<file path="config.mk">
export PLATFORM = sky130hd
export DESIGN_NAME = pcir_top
export DESIGN_NICKNAME = d
export VERILOG_FILES = /design/src/verilog/pcir_pkg.sv /design/src/verilog/pcir_top.sv /design/src/verilog/pcir_edge_det.sv
export SDC_FILE = /design/constraint.sdc
export NUM_CORES = 1
export LEC_CHECK = 0
export BUFFER_PORTS_ARGS = -buffer_cell sky130_fd_sc_hd__buf_2
export CAP_MARGIN = 10
export CELL_PAD_IN_SITES_DETAIL_PLACEMENT = 0
export CELL_PAD_IN_SITES_GLOBAL_PLACEMENT = 1
export CORE_UTILIZATION = 46
export DETAILED_ROUTE_END_ITERATION = 16
export MAX_ROUTING_LAYER = met4
export PLACE_DENSITY = 0.87
export SLEW_MARGIN = 20
export SYNTH_ARGS = -nofsm -noshare
export SYNTH_HDL_FRONTEND = slang
export SYNTH_SLANG_ARGS = --single-unit
</file>
<file path="constraint.sdc">
create_clock -name aclk -period 6.85 [get_ports aclk]
set_input_delay 0 -clock aclk [delete_from_list [all_inputs] [get_ports aclk]]
set_output_delay 0 -clock aclk [all_outputs]
set_load 0.02 [all_outputs]
</file>
<file path="src/verilog/pcir_pkg.sv">
// Contract
// - ports b, c and e each have eight rise enables, eight fall enables and eight flags, bits 7-0.
// - a pin with its rise enable at 1 records positive-going transitions as change events.
// - a pin with its fall enable at 1 records negative-going transitions as change events.
// - a pin with both enables at 0 never records a change event.
// - a flag goes to 1 on a rising edge with rise enable set or a falling edge with fall enable set.
// - any flag set by a detected edge also sets the shared change summary flag.
// - a flag stays 0 while no enabled edge is seen, and software writing 0 to it clears it. Here a software write of 1 also sets a flag.
// - all edge enable registers are read/write and reset to 0 on every reset.
// - flag bits are read/write, set by hardware too, and reset to 0 on every reset.
// - for port g only bit 5 exists in the three registers; bits 7-6 and 4-0 read as 0.
// - every unimplemented register bit reads as 0.
// - with external reset pin enable or low-voltage program enable at 1, port g pin 5 detects nothing.
// - with the master enable cleared, detection and flags go on but no interrupt is raised.
// - the summary flag is the or of all per-pin flags of every port.
// - an enabled edge during a clearing write leaves that flag set whatever was written.
// - with the master enable set, a detected edge wakes the device from sleep, flags already updated.
`default_nettype none

package pcir_pkg;

  localparam int          NPINS        = 25;
  localparam int          ADDR_W       = 8;
  localparam logic [3:0]  IDX_LAST     = 4'hd;
  localparam logic [3:0]  IDX_STATUS   = 4'hd;
  localparam logic [3:0]  IDX_CTRL     = 4'hc;

  // ------------------------------------------------------------
  // register byte offsets
  // ------------------------------------------------------------
  localparam logic [7:0]  OFS_PORTB_RISE  = 8'h00;
  localparam logic [7:0]  OFS_PORTB_FALL  = 8'h04;
  localparam logic [7:0]  OFS_PORTB_FLAGS = 8'h08;
  localparam logic [7:0]  OFS_PORTC_RISE  = 8'h0c;
  localparam logic [7:0]  OFS_PORTC_FALL  = 8'h10;
  localparam logic [7:0]  OFS_PORTC_FLAGS = 8'h14;
  localparam logic [7:0]  OFS_PORTE_RISE  = 8'h18;
  localparam logic [7:0]  OFS_PORTE_FALL  = 8'h1c;
  localparam logic [7:0]  OFS_PORTE_FLAGS = 8'h20;
  localparam logic [7:0]  OFS_PORTG_RISE  = 8'h24;
  localparam logic [7:0]  OFS_PORTG_FALL  = 8'h28;
  localparam logic [7:0]  OFS_PORTG_FLAGS = 8'h2c;
  localparam logic [7:0]  OFS_CTRL        = 8'h30;
  localparam logic [7:0]  OFS_STATUS      = 8'h34;

  // ------------------------------------------------------------
  // fields and reset values
  // ------------------------------------------------------------
  localparam int          CTRL_MASTER_EN_BIT = 0;
  localparam int          CTRL_EXTRST_BIT    = 1;
  localparam int          CTRL_LVP_BIT       = 2;
  localparam int          STAT_SUMMARY_BIT   = 0;
  localparam int          STAT_IRQ_BIT       = 1;
  localparam int          PORTG_BIT          = 5;
  localparam logic [7:0]  PORTG_MASK         = 8'h20;
  localparam logic [24:0] RST_VEC            = 25'h0;
  localparam logic [2:0]  RST_CTRL           = 3'h0;
  localparam logic [1:0]  RESP_OKAY          = 2'h0;
  localparam logic [1:0]  RESP_SLVERR        = 2'h2;

  typedef enum logic [1:0] {
    ST_IDLE  = 2'b00,
    ST_WRESP = 2'b01,
    ST_RRESP = 2'b10
  } pcir_bus_st_t;

endpackage

`default_nettype wire

</file>
<file path="src/verilog/pcir_top.sv">
`default_nettype none

module pcir_top (
  input  wire logic        aclk,
  input  wire logic        aresetn,
  input  wire logic [7:0]  s_axi_awaddr,
  input  wire logic        s_axi_awvalid,
  output var  logic        s_axi_awready,
  input  wire logic [31:0] s_axi_wdata,
  input  wire logic [3:0]  s_axi_wstrb,
  input  wire logic        s_axi_wvalid,
  output var  logic        s_axi_wready,
  output var  logic [1:0]  s_axi_bresp,
  output var  logic        s_axi_bvalid,
  input  wire logic        s_axi_bready,
  input  wire logic [7:0]  s_axi_araddr,
  input  wire logic        s_axi_arvalid,
  output var  logic        s_axi_arready,
  output var  logic [31:0] s_axi_rdata,
  output var  logic [1:0]  s_axi_rresp,
  output var  logic        s_axi_rvalid,
  input  wire logic        s_axi_rready,
  input  wire logic [7:0]  portb_pins,
  input  wire logic [7:0]  portc_pins,
  input  wire logic [7:0]  porte_pins,
  input  wire logic        portg_pin5,
  input  wire logic        sleep_active,
  output var  logic        change_summary_flag,
  output var  logic        change_irq,
  output var  logic        wake_req
);

  typedef struct packed {
    pcir_pkg::pcir_bus_st_t bus;
    logic                   awready;
    logic                   wready;
    logic                   arready;
    logic                   bvalid;
    logic [1:0]             bresp;
    logic                   rvalid;
    logic [1:0]             rresp;
    logic [31:0]            rdata;
    logic [24:0]            ren;
    logic [24:0]            fen;
    logic [24:0]            flags;
    logic [2:0]             ctrl;
    logic                   summary;
    logic                   irq;
    logic                   wake;
  } pcir_st_t;

  pcir_st_t    st_ff;
  pcir_st_t    nxt_st;
  logic [24:0] rise;
  logic [24:0] fall;
  logic [24:0] rise_hit;
  logic [24:0] fall_hit;
  logic [24:0] hit;
  logic [24:0] lock_mask;
  logic [24:0] sw_flags;
  logic        wr_fire;
  logic        rd_fire;
  logic [3:0]  widx;
  logic [3:0]  ridx;

  // ------------------------------------------------------------
  // helpers
  // ------------------------------------------------------------
  function automatic logic [7:0] get_port(input logic [24:0] vec, input logic [1:0] port);
    logic [7:0] b;
    b = 8'h00;
    case (port)
      2'd0:    b = vec[7:0];
      2'd1:    b = vec[15:8];
      2'd2:    b = vec[23:16];
      default: b = {2'b00, vec[24], 5'b00000};
    endcase
    return b;
  endfunction

  function automatic logic [24:0] put_port(input logic [24:0] vec, input logic [1:0] port,
                                           input logic [7:0] b);
    logic [24:0] v;
    v = vec;
    case (port)
      2'd0:    v[7:0]   = b;
      2'd1:    v[15:8]  = b;
      2'd2:    v[23:16] = b;
      default: v[24]    = b[pcir_pkg::PORTG_BIT];
    endcase
    return v;
  endfunction

  function automatic logic reg_ok(input logic [7:0] addr);
    return (addr[1:0] == 2'b00) && (addr[7:2] <= {2'b00, pcir_pkg::IDX_LAST});
  endfunction

  // ------------------------------------------------------------
  // edge detection
  // ------------------------------------------------------------
  pcir_edge_det u_edge (
    .aclk    (aclk),
    .aresetn (aresetn),
    .pins    ({portg_pin5, porte_pins, portc_pins, portb_pins}),
    .rise    (rise),
    .fall    (fall)
  );

  always_comb begin
    lock_mask = {(st_ff.ctrl[pcir_pkg::CTRL_EXTRST_BIT] | st_ff.ctrl[pcir_pkg::CTRL_LVP_BIT]),
                 24'h000000};
    rise_hit  = rise & st_ff.ren & ~lock_mask;
    fall_hit  = fall & st_ff.fen & ~lock_mask;
    hit       = rise_hit | fall_hit;
  end

  // ------------------------------------------------------------
  // register file and bus slave
  // ------------------------------------------------------------
  always_comb begin
    wr_fire  = (st_ff.bus == pcir_pkg::ST_IDLE) && st_ff.awready;
    rd_fire  = (st_ff.bus == pcir_pkg::ST_IDLE) && st_ff.arready;
    widx     = s_axi_awaddr[5:2];
    ridx     = s_axi_araddr[5:2];
    sw_flags = st_ff.flags;
    nxt_st   = st_ff;
    nxt_st.awready = 1'b0;
    nxt_st.wready  = 1'b0;
    nxt_st.arready = 1'b0;

    case (st_ff.bus)
      pcir_pkg::ST_IDLE: begin
        if (wr_fire) begin
          nxt_st.bus    = pcir_pkg::ST_WRESP;
          nxt_st.bvalid = 1'b1;
          nxt_st.bresp  = reg_ok(s_axi_awaddr) ? pcir_pkg::RESP_OKAY : pcir_pkg::RESP_SLVERR;
          if (reg_ok(s_axi_awaddr) && s_axi_wstrb[0]) begin
            if (widx == pcir_pkg::IDX_CTRL) begin
              nxt_st.ctrl = s_axi_wdata[2:0];
            end else if (widx < pcir_pkg::IDX_CTRL) begin
              case (widx % 4'd3)
                4'd0:    nxt_st.ren = put_port(st_ff.ren, 2'(widx / 4'd3), s_axi_wdata[7:0]);
                4'd1:    nxt_st.fen = put_port(st_ff.fen, 2'(widx / 4'd3), s_axi_wdata[7:0]);
                default: sw_flags   = put_port(st_ff.flags, 2'(widx / 4'd3), s_axi_wdata[7:0]);
              endcase
            end
          end
        end else if (rd_fire) begin
          nxt_st.bus    = pcir_pkg::ST_RRESP;
          nxt_st.rvalid = 1'b1;
          nxt_st.rresp  = reg_ok(s_axi_araddr) ? pcir_pkg::RESP_OKAY : pcir_pkg::RESP_SLVERR;
          nxt_st.rdata  = 32'h00000000;
          if (!reg_ok(s_axi_araddr)) begin
            nxt_st.rdata = 32'h00000000;
          end else if (ridx == pcir_pkg::IDX_STATUS) begin
            nxt_st.rdata[pcir_pkg::STAT_SUMMARY_BIT] = st_ff.summary;
            nxt_st.rdata[pcir_pkg::STAT_IRQ_BIT]     = st_ff.irq;
          end else if (ridx == pcir_pkg::IDX_CTRL) begin
            nxt_st.rdata[2:0] = st_ff.ctrl;
          end else begin
            case (ridx % 4'd3)
              4'd0:    nxt_st.rdata[7:0] = get_port(st_ff.ren, 2'(ridx / 4'd3));
              4'd1:    nxt_st.rdata[7:0] = get_port(st_ff.fen, 2'(ridx / 4'd3));
              default: nxt_st.rdata[7:0] = get_port(st_ff.flags, 2'(ridx / 4'd3));
            endcase
          end
        end else if (s_axi_awvalid && s_axi_wvalid) begin
          nxt_st.awready = 1'b1;
          nxt_st.wready  = 1'b1;
        end else if (s_axi_arvalid) begin
          nxt_st.arready = 1'b1;
        end
      end
      pcir_pkg::ST_WRESP: begin
        if (s_axi_bready) begin
          nxt_st.bvalid = 1'b0;
          nxt_st.bus    = pcir_pkg::ST_IDLE;
        end
      end
      pcir_pkg::ST_RRESP: begin
        if (s_axi_rready) begin
          nxt_st.rvalid = 1'b0;
          nxt_st.bus    = pcir_pkg::ST_IDLE;
        end
      end
      default: begin
        nxt_st.bus = pcir_pkg::ST_IDLE;
      end
    endcase

    // hardware set wins over a software clear
    nxt_st.flags   = sw_flags | hit;
    nxt_st.summary = |nxt_st.flags;
    nxt_st.irq     = nxt_st.summary & st_ff.ctrl[pcir_pkg::CTRL_MASTER_EN_BIT];
    nxt_st.wake    = nxt_st.irq & sleep_active;
  end

  always_ff @(posedge aclk) begin
    if (!aresetn) begin
      st_ff       <= '0;
      st_ff.bus   <= pcir_pkg::ST_IDLE;
      st_ff.ren   <= pcir_pkg::RST_VEC;
      st_ff.fen   <= pcir_pkg::RST_VEC;
      st_ff.flags <= pcir_pkg::RST_VEC;
      st_ff.ctrl  <= pcir_pkg::RST_CTRL;
    end else begin
      st_ff <= nxt_st;
    end
  end

  // ------------------------------------------------------------
  // outputs
  // ------------------------------------------------------------
  always_comb begin
    s_axi_awready       = st_ff.awready;
    s_axi_wready        = st_ff.wready;
    s_axi_arready       = st_ff.arready;
    s_axi_bvalid        = st_ff.bvalid;
    s_axi_bresp         = st_ff.bresp;
    s_axi_rvalid        = st_ff.rvalid;
    s_axi_rresp         = st_ff.rresp;
    s_axi_rdata         = st_ff.rdata;
    change_summary_flag = st_ff.summary;
    change_irq          = st_ff.irq;
    wake_req            = st_ff.wake;
  end

  // ------------------------------------------------------------
  // checks
  // ------------------------------------------------------------
  a_rise_sets_flag: assert property (@(posedge aclk) disable iff (!aresetn)
    (rise_hit != 25'h0) |=> ((st_ff.flags & $past(rise_hit)) == $past(rise_hit)))
    else $error("enabled rising edge did not set its flag");

  a_fall_sets_flag: assert property (@(posedge aclk) disable iff (!aresetn)
    (fall_hit != 25'h0) |=> ((st_ff.flags & $past(fall_hit)) == $past(fall_hit)))
    else $error("enabled falling edge did not set its flag");

  a_no_stray_set: assert property (@(posedge aclk) disable iff (!aresetn)
    (!wr_fire && (hit == 25'h0)) |=> (st_ff.flags == $past(st_ff.flags)))
    else $error("flag changed with no edge and no write");

  a_disabled_quiet: assert property (@(posedge aclk) disable iff (!aresetn)
    ((hit & ~(st_ff.ren | st_ff.fen)) == 25'h0))
    else $error("edge recorded on a pin with both enables off");

  a_locked_g_pin: assert property (@(posedge aclk) disable iff (!aresetn)
    (st_ff.ctrl[1] || st_ff.ctrl[2]) |-> !hit[24])
    else $error("port g pin 5 detected while locked out");

  a_summary_or: assert property (@(posedge aclk) disable iff (!aresetn)
    ##1 (change_summary_flag == (|st_ff.flags)))
    else $error("summary flag differs from or of flags");

  a_irq_gated: assert property (@(posedge aclk) disable iff (!aresetn)
    (!st_ff.ctrl[0] && !nxt_st.ctrl[0]) |=> !change_irq)
    else $error("interrupt raised with master enable off");

  a_set_wins: assert property (@(posedge aclk) disable iff (!aresetn)
    (wr_fire && (hit != 25'h0)) |=> ((st_ff.flags & $past(hit)) == $past(hit)))
    else $error("edge lost during flag write");

  a_wake_on_edge: assert property (@(posedge aclk) disable iff (!aresetn)
    (hit != 25'h0 && st_ff.ctrl[0] && sleep_active) |=> (wake_req && change_summary_flag))
    else $error("no wake after enabled edge in sleep");

  a_rdata_upper: assert property (@(posedge aclk) disable iff (!aresetn)
    s_axi_rvalid |-> (s_axi_rdata[31:8] == 24'h000000))
    else $error("unimplemented read bits not zero");

  a_reset_clear: assert property (@(posedge aclk)
    !aresetn |=> ((st_ff.ren | st_ff.fen | st_ff.flags) == 25'h0))
    else $error("enables or flags not zero after reset");

  a_bvalid_hold: assert property (@(posedge aclk) disable iff (!aresetn)
    (s_axi_bvalid && !s_axi_bready) |=> $stable(s_axi_bvalid) && $stable(s_axi_bresp))
    else $error("write response dropped before bready");

  a_off_pin_kept: assert property (@(posedge aclk) disable iff (!aresetn)
    !wr_fire |=> (((st_ff.flags ^ $past(st_ff.flags))
                   & ~$past(st_ff.ren | st_ff.fen)) == 25'h0))
    else $error("flag of a disabled pin changed");

  a_flag_clear_write: assert property (@(posedge aclk) disable iff (!aresetn)
    (wr_fire && reg_ok(s_axi_awaddr) && s_axi_wstrb[0] && (s_axi_wdata[7:0] == 8'h00)
     && (widx == pcir_pkg::OFS_PORTB_FLAGS[5:2]) && (hit[7:0] == 8'h00))
    |=> (st_ff.flags[7:0] == 8'h00))
    else $error("writing 0 did not clear port b flags");

  a_flags_sticky: assert property (@(posedge aclk) disable iff (!aresetn)
    !wr_fire |=> ((st_ff.flags & $past(st_ff.flags)) == $past(st_ff.flags)))
    else $error("flag cleared without a write");

  a_summary_set: assert property (@(posedge aclk) disable iff (!aresetn)
    (hit != 25'h0) |=> change_summary_flag)
    else $error("detected edge did not set summary");

  a_irq_needs_flag: assert property (@(posedge aclk) disable iff (!aresetn)
    change_irq |-> change_summary_flag)
    else $error("interrupt with no flag set");

  a_wake_needs_irq: assert property (@(posedge aclk) disable iff (!aresetn)
    wake_req |-> change_irq)
    else $error("wake request without interrupt");

  a_g_lock_kept: assert property (@(posedge aclk) disable iff (!aresetn)
    ((st_ff.ctrl[pcir_pkg::CTRL_EXTRST_BIT] || st_ff.ctrl[pcir_pkg::CTRL_LVP_BIT]) && !wr_fire)
    |=> $stable(st_ff.flags[24]))
    else $error("port g pin 5 flag moved while locked");

  // ------------------------------------------------------------
  // bus checks
  // ------------------------------------------------------------
  a_rvalid_hold: assert property (@(posedge aclk) disable iff (!aresetn)
    (s_axi_rvalid && !s_axi_rready) |=> (s_axi_rvalid && $stable(s_axi_rdata)
                                          && $stable(s_axi_rresp)))
    else $error("read response changed before rready");

  a_awready_pulse: assert property (@(posedge aclk) disable iff (!aresetn)
    s_axi_awready |=> !s_axi_awready)
    else $error("awready high two cycles");

  a_arready_pulse: assert property (@(posedge aclk) disable iff (!aresetn)
    s_axi_arready |=> !s_axi_arready)
    else $error("arready high two cycles");

  a_one_answer: assert property (@(posedge aclk) disable iff (!aresetn)
    !(s_axi_bvalid && s_axi_rvalid))
    else $error("write and read responses together");

  a_slverr_zero: assert property (@(posedge aclk) disable iff (!aresetn)
    (s_axi_rvalid && (s_axi_rresp != pcir_pkg::RESP_OKAY)) |-> (s_axi_rdata == 32'h00000000))
    else $error("refused read returned data");

  a_g_bits_zero: assert property (@(posedge aclk) disable iff (!aresetn)
    (rd_fire && (ridx >= pcir_pkg::OFS_PORTG_RISE[5:2]) && (ridx < pcir_pkg::IDX_CTRL))
    |=> ((s_axi_rdata[7:0] & ~pcir_pkg::PORTG_MASK) == 8'h00))
    else $error("unimplemented port g bits read nonzero");

  a_ctrl_upper: assert property (@(posedge aclk) disable iff (!aresetn)
    (rd_fire && (ridx == pcir_pkg::IDX_CTRL)) |=> (s_axi_rdata[31:3] == 29'h0))
    else $error("unimplemented control bits read nonzero");

endmodule

`default_nettype wire

</file>
<file path="src/verilog/pcir_edge_det.sv">
`default_nettype none

module pcir_edge_det (
  input  wire logic        aclk,
  input  wire logic        aresetn,
  input  wire logic [24:0] pins,
  output var  logic [24:0] rise,
  output var  logic [24:0] fall
);

  typedef struct packed {
    logic [24:0] meta;
    logic [24:0] sync;
    logic [24:0] prev;
  } pcir_edge_st_t;

  pcir_edge_st_t st_ff;
  pcir_edge_st_t nxt_st;

  // ------------------------------------------------------------
  // two-stage synchroniser, then previous sample
  // ------------------------------------------------------------
  always_comb begin
    nxt_st      = st_ff;
    nxt_st.meta = pins;
    nxt_st.sync = st_ff.meta;
    nxt_st.prev = st_ff.sync;
  end

  always_ff @(posedge aclk) begin
    if (!aresetn) begin
      st_ff <= '0;
    end else begin
      st_ff <= nxt_st;
    end
  end

  // current sample against previous sample
  always_comb begin
    rise = st_ff.sync & ~st_ff.prev;
    fall = ~st_ff.sync & st_ff.prev;
  end

endmodule

`default_nettype wire

</file>
==> impl_metrics.py <==
metrics = {
    "outcome": {
        "outcome": "completed",
    },
    "worst_setup_path": {
        "r2r_slack_ns": 2.93,
        "r2r_cells": 9,
        "worstSetupEndpointType": "flop",
        "cp.required_ns": 7.14,
        "cp-start-kind": "primary input",
        "crit_arrival_ns": 4.53,
        "path_max_fanout": 14,
        "path_class": "primary input to flop",
    },
    "synth": {
        "synth_edf_count": 0,
        "syn_area_per_cell_sq_um": 8.95,
        "synth_seq_area_share_pct": 43.8,
        "yosys_register_bits": 172,
        "synthFlopType": "dfxtp_1",
        "synthesis.area_sq_um": 7870,
        "synth_warnings": 0,
        "syn_inst": 879,
        "synthArstFlopShare_pct": 0,
        "synth_cell_types": 68,
    },
    "clocking": {
        "clk_path_buf_depth": 2,
        "cts_root_buf": "clkbuf_16",
        "clk_latency_ns": 0.43,
        "h-tree-depth": 4,
        "cts_inserted_buffers": 17,
        "cts.sinks": 172,
        "cts_tree": "yes",
        "clkTransAtPathRegs_ns": 0.06,
    },
    "power": {
        "p_int_w": 0.00166,
        "power_frac_comb_pct": 10.1,
        "p_leak_nw": 3.80,
        "clkPwrFrac_pct": 43.2,
        "p_switching_w": 0.000551,
        "power_frac_seq_pct": 46.8,
        "p_sw_share_pct": 25.0,
        "power_density_nw_per_um2": 239,
        "peakVddDrop_mv": 0.194,
    },
    "route": {
        "drt_wl_total_mm": 18.7,
        "wl_per_cell_um": 15.6,
        "postRouteAntennaNets": 0,
        "vias": 6223,
        "via_per_inst": 5.20,
        "dr.first_iter.drc_count": 463,
        "drtPass1Iterations": 4,
        "drc": 0,
    },
    "worst_hold_path": {
        "hold_depth": 5,
        "min_path_type": "primary input to flop",
    },
    "floorplanning": {
        "core_area_sq_um": 16600,
        "fp-row-count": 47,
        "dieArea_sq_um": 17600,
        "io_pins": 129,
        "die_w_um": 133,
        "initial_core_util_pct": 47.3,
        "die_height_um": 133,
    },
    "timing": {
        "fin_skew_ns": 0.0101,
        "fin_hold_ws_ns": 0.0434,
        "relSlewSlack_pct": 26.2,
        "period_needed_ns": 4.24,
        "min_period_over_period_pct": 61.8,
        "rsz0062_at_grt": "false",
        "tightest_slew_ns": 1.10,
        "timing.fmax_mhz": 236,
        "slew_viol_final": 0,
        "hold_viol": 0,
        "fin_setup_tns_ns": 0,
        "setup_violations": 0,
    },
    "final_layout": {
        "fillers": 1524,
        "synthToLayoutAreaGrowth_pct": 17.1,
        "num_antenna_cells": 0,
        "drive_gt1_share_pct": 14.5,
        "fin_nets": 1056,
    },
    "global_routing": {
        "grt_pass1_vias": 5770,
        "grt_overflow": 0,
        "grt.total_usage_pct": 22.8,
        "grt_max_degree": 85,
        "grt_pass1_wl_mm": 30.2,
        "antenna_found_initial": 0,
    },
    "place": {
        "gp_congestion": 0.875,
        "portBuffers": 75,
        "hpwl_mm": 12.7,
    },
    "flow_run": {
        "cap_violations": 0,
    },
}
-- cells in the mapped netlist, types with 3 or more instances --
| master | instances | area (sq um) |
|---|---|---|
| nand4_1 | 5 | 31.3 |
| clkbuf_1 | 40 | 150 |
| nand2b_1 | 11 | 68.8 |
| o2111a_1 | 3 | 33.8 |
| dfxtp_1 | 172 | 3440 |
| a21boi_0 | 4 | 30.0 |
| nor2b_1 | 9 | 56.3 |
| nand2_1 | 70 | 263 |
| inv_1 | 21 | 78.8 |
| nor4_1 | 4 | 25.0 |
| nand3b_1 | 22 | 165 |
| buf_2 | 4 | 20.0 |
| mux2_2 | 15 | 169 |
| ha_1 | 6 | 75.1 |
| buf_4 | 37 | 278 |
| a31oi_1 | 9 | 56.3 |
| nand3_1 | 12 | 60.1 |
| a221oi_1 | 4 | 35.0 |
| or4_1 | 3 | 22.5 |
| and2_1 | 82 | 513 |
| nor2_1 | 108 | 405 |
| or2_2 | 4 | 25.0 |
| a211oi_1 | 9 | 67.6 |
| o211ai_1 | 12 | 90.1 |
| a21o_1 | 4 | 30.0 |
| a21oi_1 | 39 | 195 |
| nor3_1 | 9 | 45.0 |
| mux2i_1 | 77 | 771 |
| a32o_1 | 5 | 50.1 |
| o21a_1 | 4 | 30.0 |
| o21ai_0 | 28 | 140 |
-- sequential cells by signal, summed over array words and instances (netlist names) --
register,count
s_axi_rresp,1
change_irq,1
s_axi_bresp,1
wake_req,1
u_edge.nxt_st,50
s_axi_rvalid,1
s_axi_rdata,8
u_edge.st_ff,25
s_axi_awready,1
s_axi_arready,1
s_axi_bvalid,1
change_summary_flag,1
st_ff,80
-- routing by layer --
layer	track usage, %	wire length (um)	vias up
met5	-	0	-
met4	7.41	316	0
met3	5.02	1040	26
met2	34.5	8400	186
met1	30.0	8970	2861
li1	-	-	3150
-- cell type report --
class,instances,area (sq um),area share [%]
repair buffers,123,843,9.15
multi-input cells,629,3990,43.3
flip-flops and latches,172,3440,37.4
clock buffers,20,447,4.85
inverters,22,82.6,0.896
clock inverters,11,135,1.47
well taps,220,275,2.99
-- kinds of logic (layout without fill, tap and decap cells) --
logic type / after synthesis / count (layout) / share of synthesized area, %
DFF: 172 / 172 / 43.8
other: 1 / 26 / 0.0476
AOI/OAI and AO/OA: 143 / 143 / 12.6
muxes: 92 / 92 / 11.9
buffers and inverters: 103 / 176 / 6.74
xor gates and xnor gates: 2 / 2 / 0.223
adders and majority gates: 6 / 6 / 0.954
and+or+nand+nor: 360 / 360 / 23.8
-- stage by stage --
| step | worst slack (ns) | instance area, sq um | utilization, % | instances | power, W |
|---|---|---|---|---|---|
| floorplan | 3.59 | 7960 | - | 904 | 0.00121 |
| global placement | 2.30 | 8200 | 49.3 | 1123 | 0.00125 |
| detailed placement | 2.25 | 8200 | 49.3 | 1123 | 0.00126 |
| CTS | 2.68 | 9220 | 55.4 | 1197 | 0.00222 |
| global route | 2.22 | 9220 | 55.4 | 1197 | 0.00229 |
| finish | 2.61 | 9220 | 55.4 | 1197 | 0.00221 |
-- power by group through the flow --
| stage | combinational [W] | clock, W | sequential (W) |
|---|---|---|---|
| after floorplan | 0.000155 | 0 | 0.00105 |
| after global placement | 0.000200 | 0 | 0.00105 |
| after detailed placement | 0.000201 | 0 | 0.00105 |
| after CTS | 0.000221 | 0.000970 | 0.00103 |
| after global routing | 0.000242 | 0.00101 | 0.00103 |
| final | 0.000222 | 0.000953 | 0.00103 |
-- worst paths after layout --
| kind | startpoint | to |
|---|---|---|
| worst min-delay path | s_axi_araddr[5] | s_axi_rdata[1] |
| worst min register to register | u_edge.nxt_st[41] | u_edge.nxt_st[16] |
| worst max-delay path | s_axi_awaddr[5] | wake_req |
| worst max register to register | s_axi_awready | wake_req |
-- critical path: stages --
cell and delay, ns:
buf_2 0.15, nand2b_1 0.19, inv_1 0.08, ha_1 0.18
inv_1 0.05, ha_1 0.38, o21ai_0 0.16, ha_1 0.21
inv_1 0.08, nand4_1 0.22, nor2_1 0.77, o211ai_2 0.47
a211o_1 0.40, a2111oi_0 0.46, nand4_1 0.19, nor4_2 0.43
nor3b_1 0.11
-- repair_timing --
action,in CTS,in global routing
gates resized for setup,0,0
endpoints found under the hold margin,58,0
setup buffers,0,0
hold buffers,43,0
-- cells in the final DEF (no fill, tap or decap), drive strengths merged, types with 29 or more instances in the layout --
master / n
a21oi: 39
and2: 83
buf: 80
dfxtp: 172
dlygate4sd3: 43
mux2i: 77
nand2: 70
nor2: 109
o21ai: 29
Power figures use the tool's default switching activity.
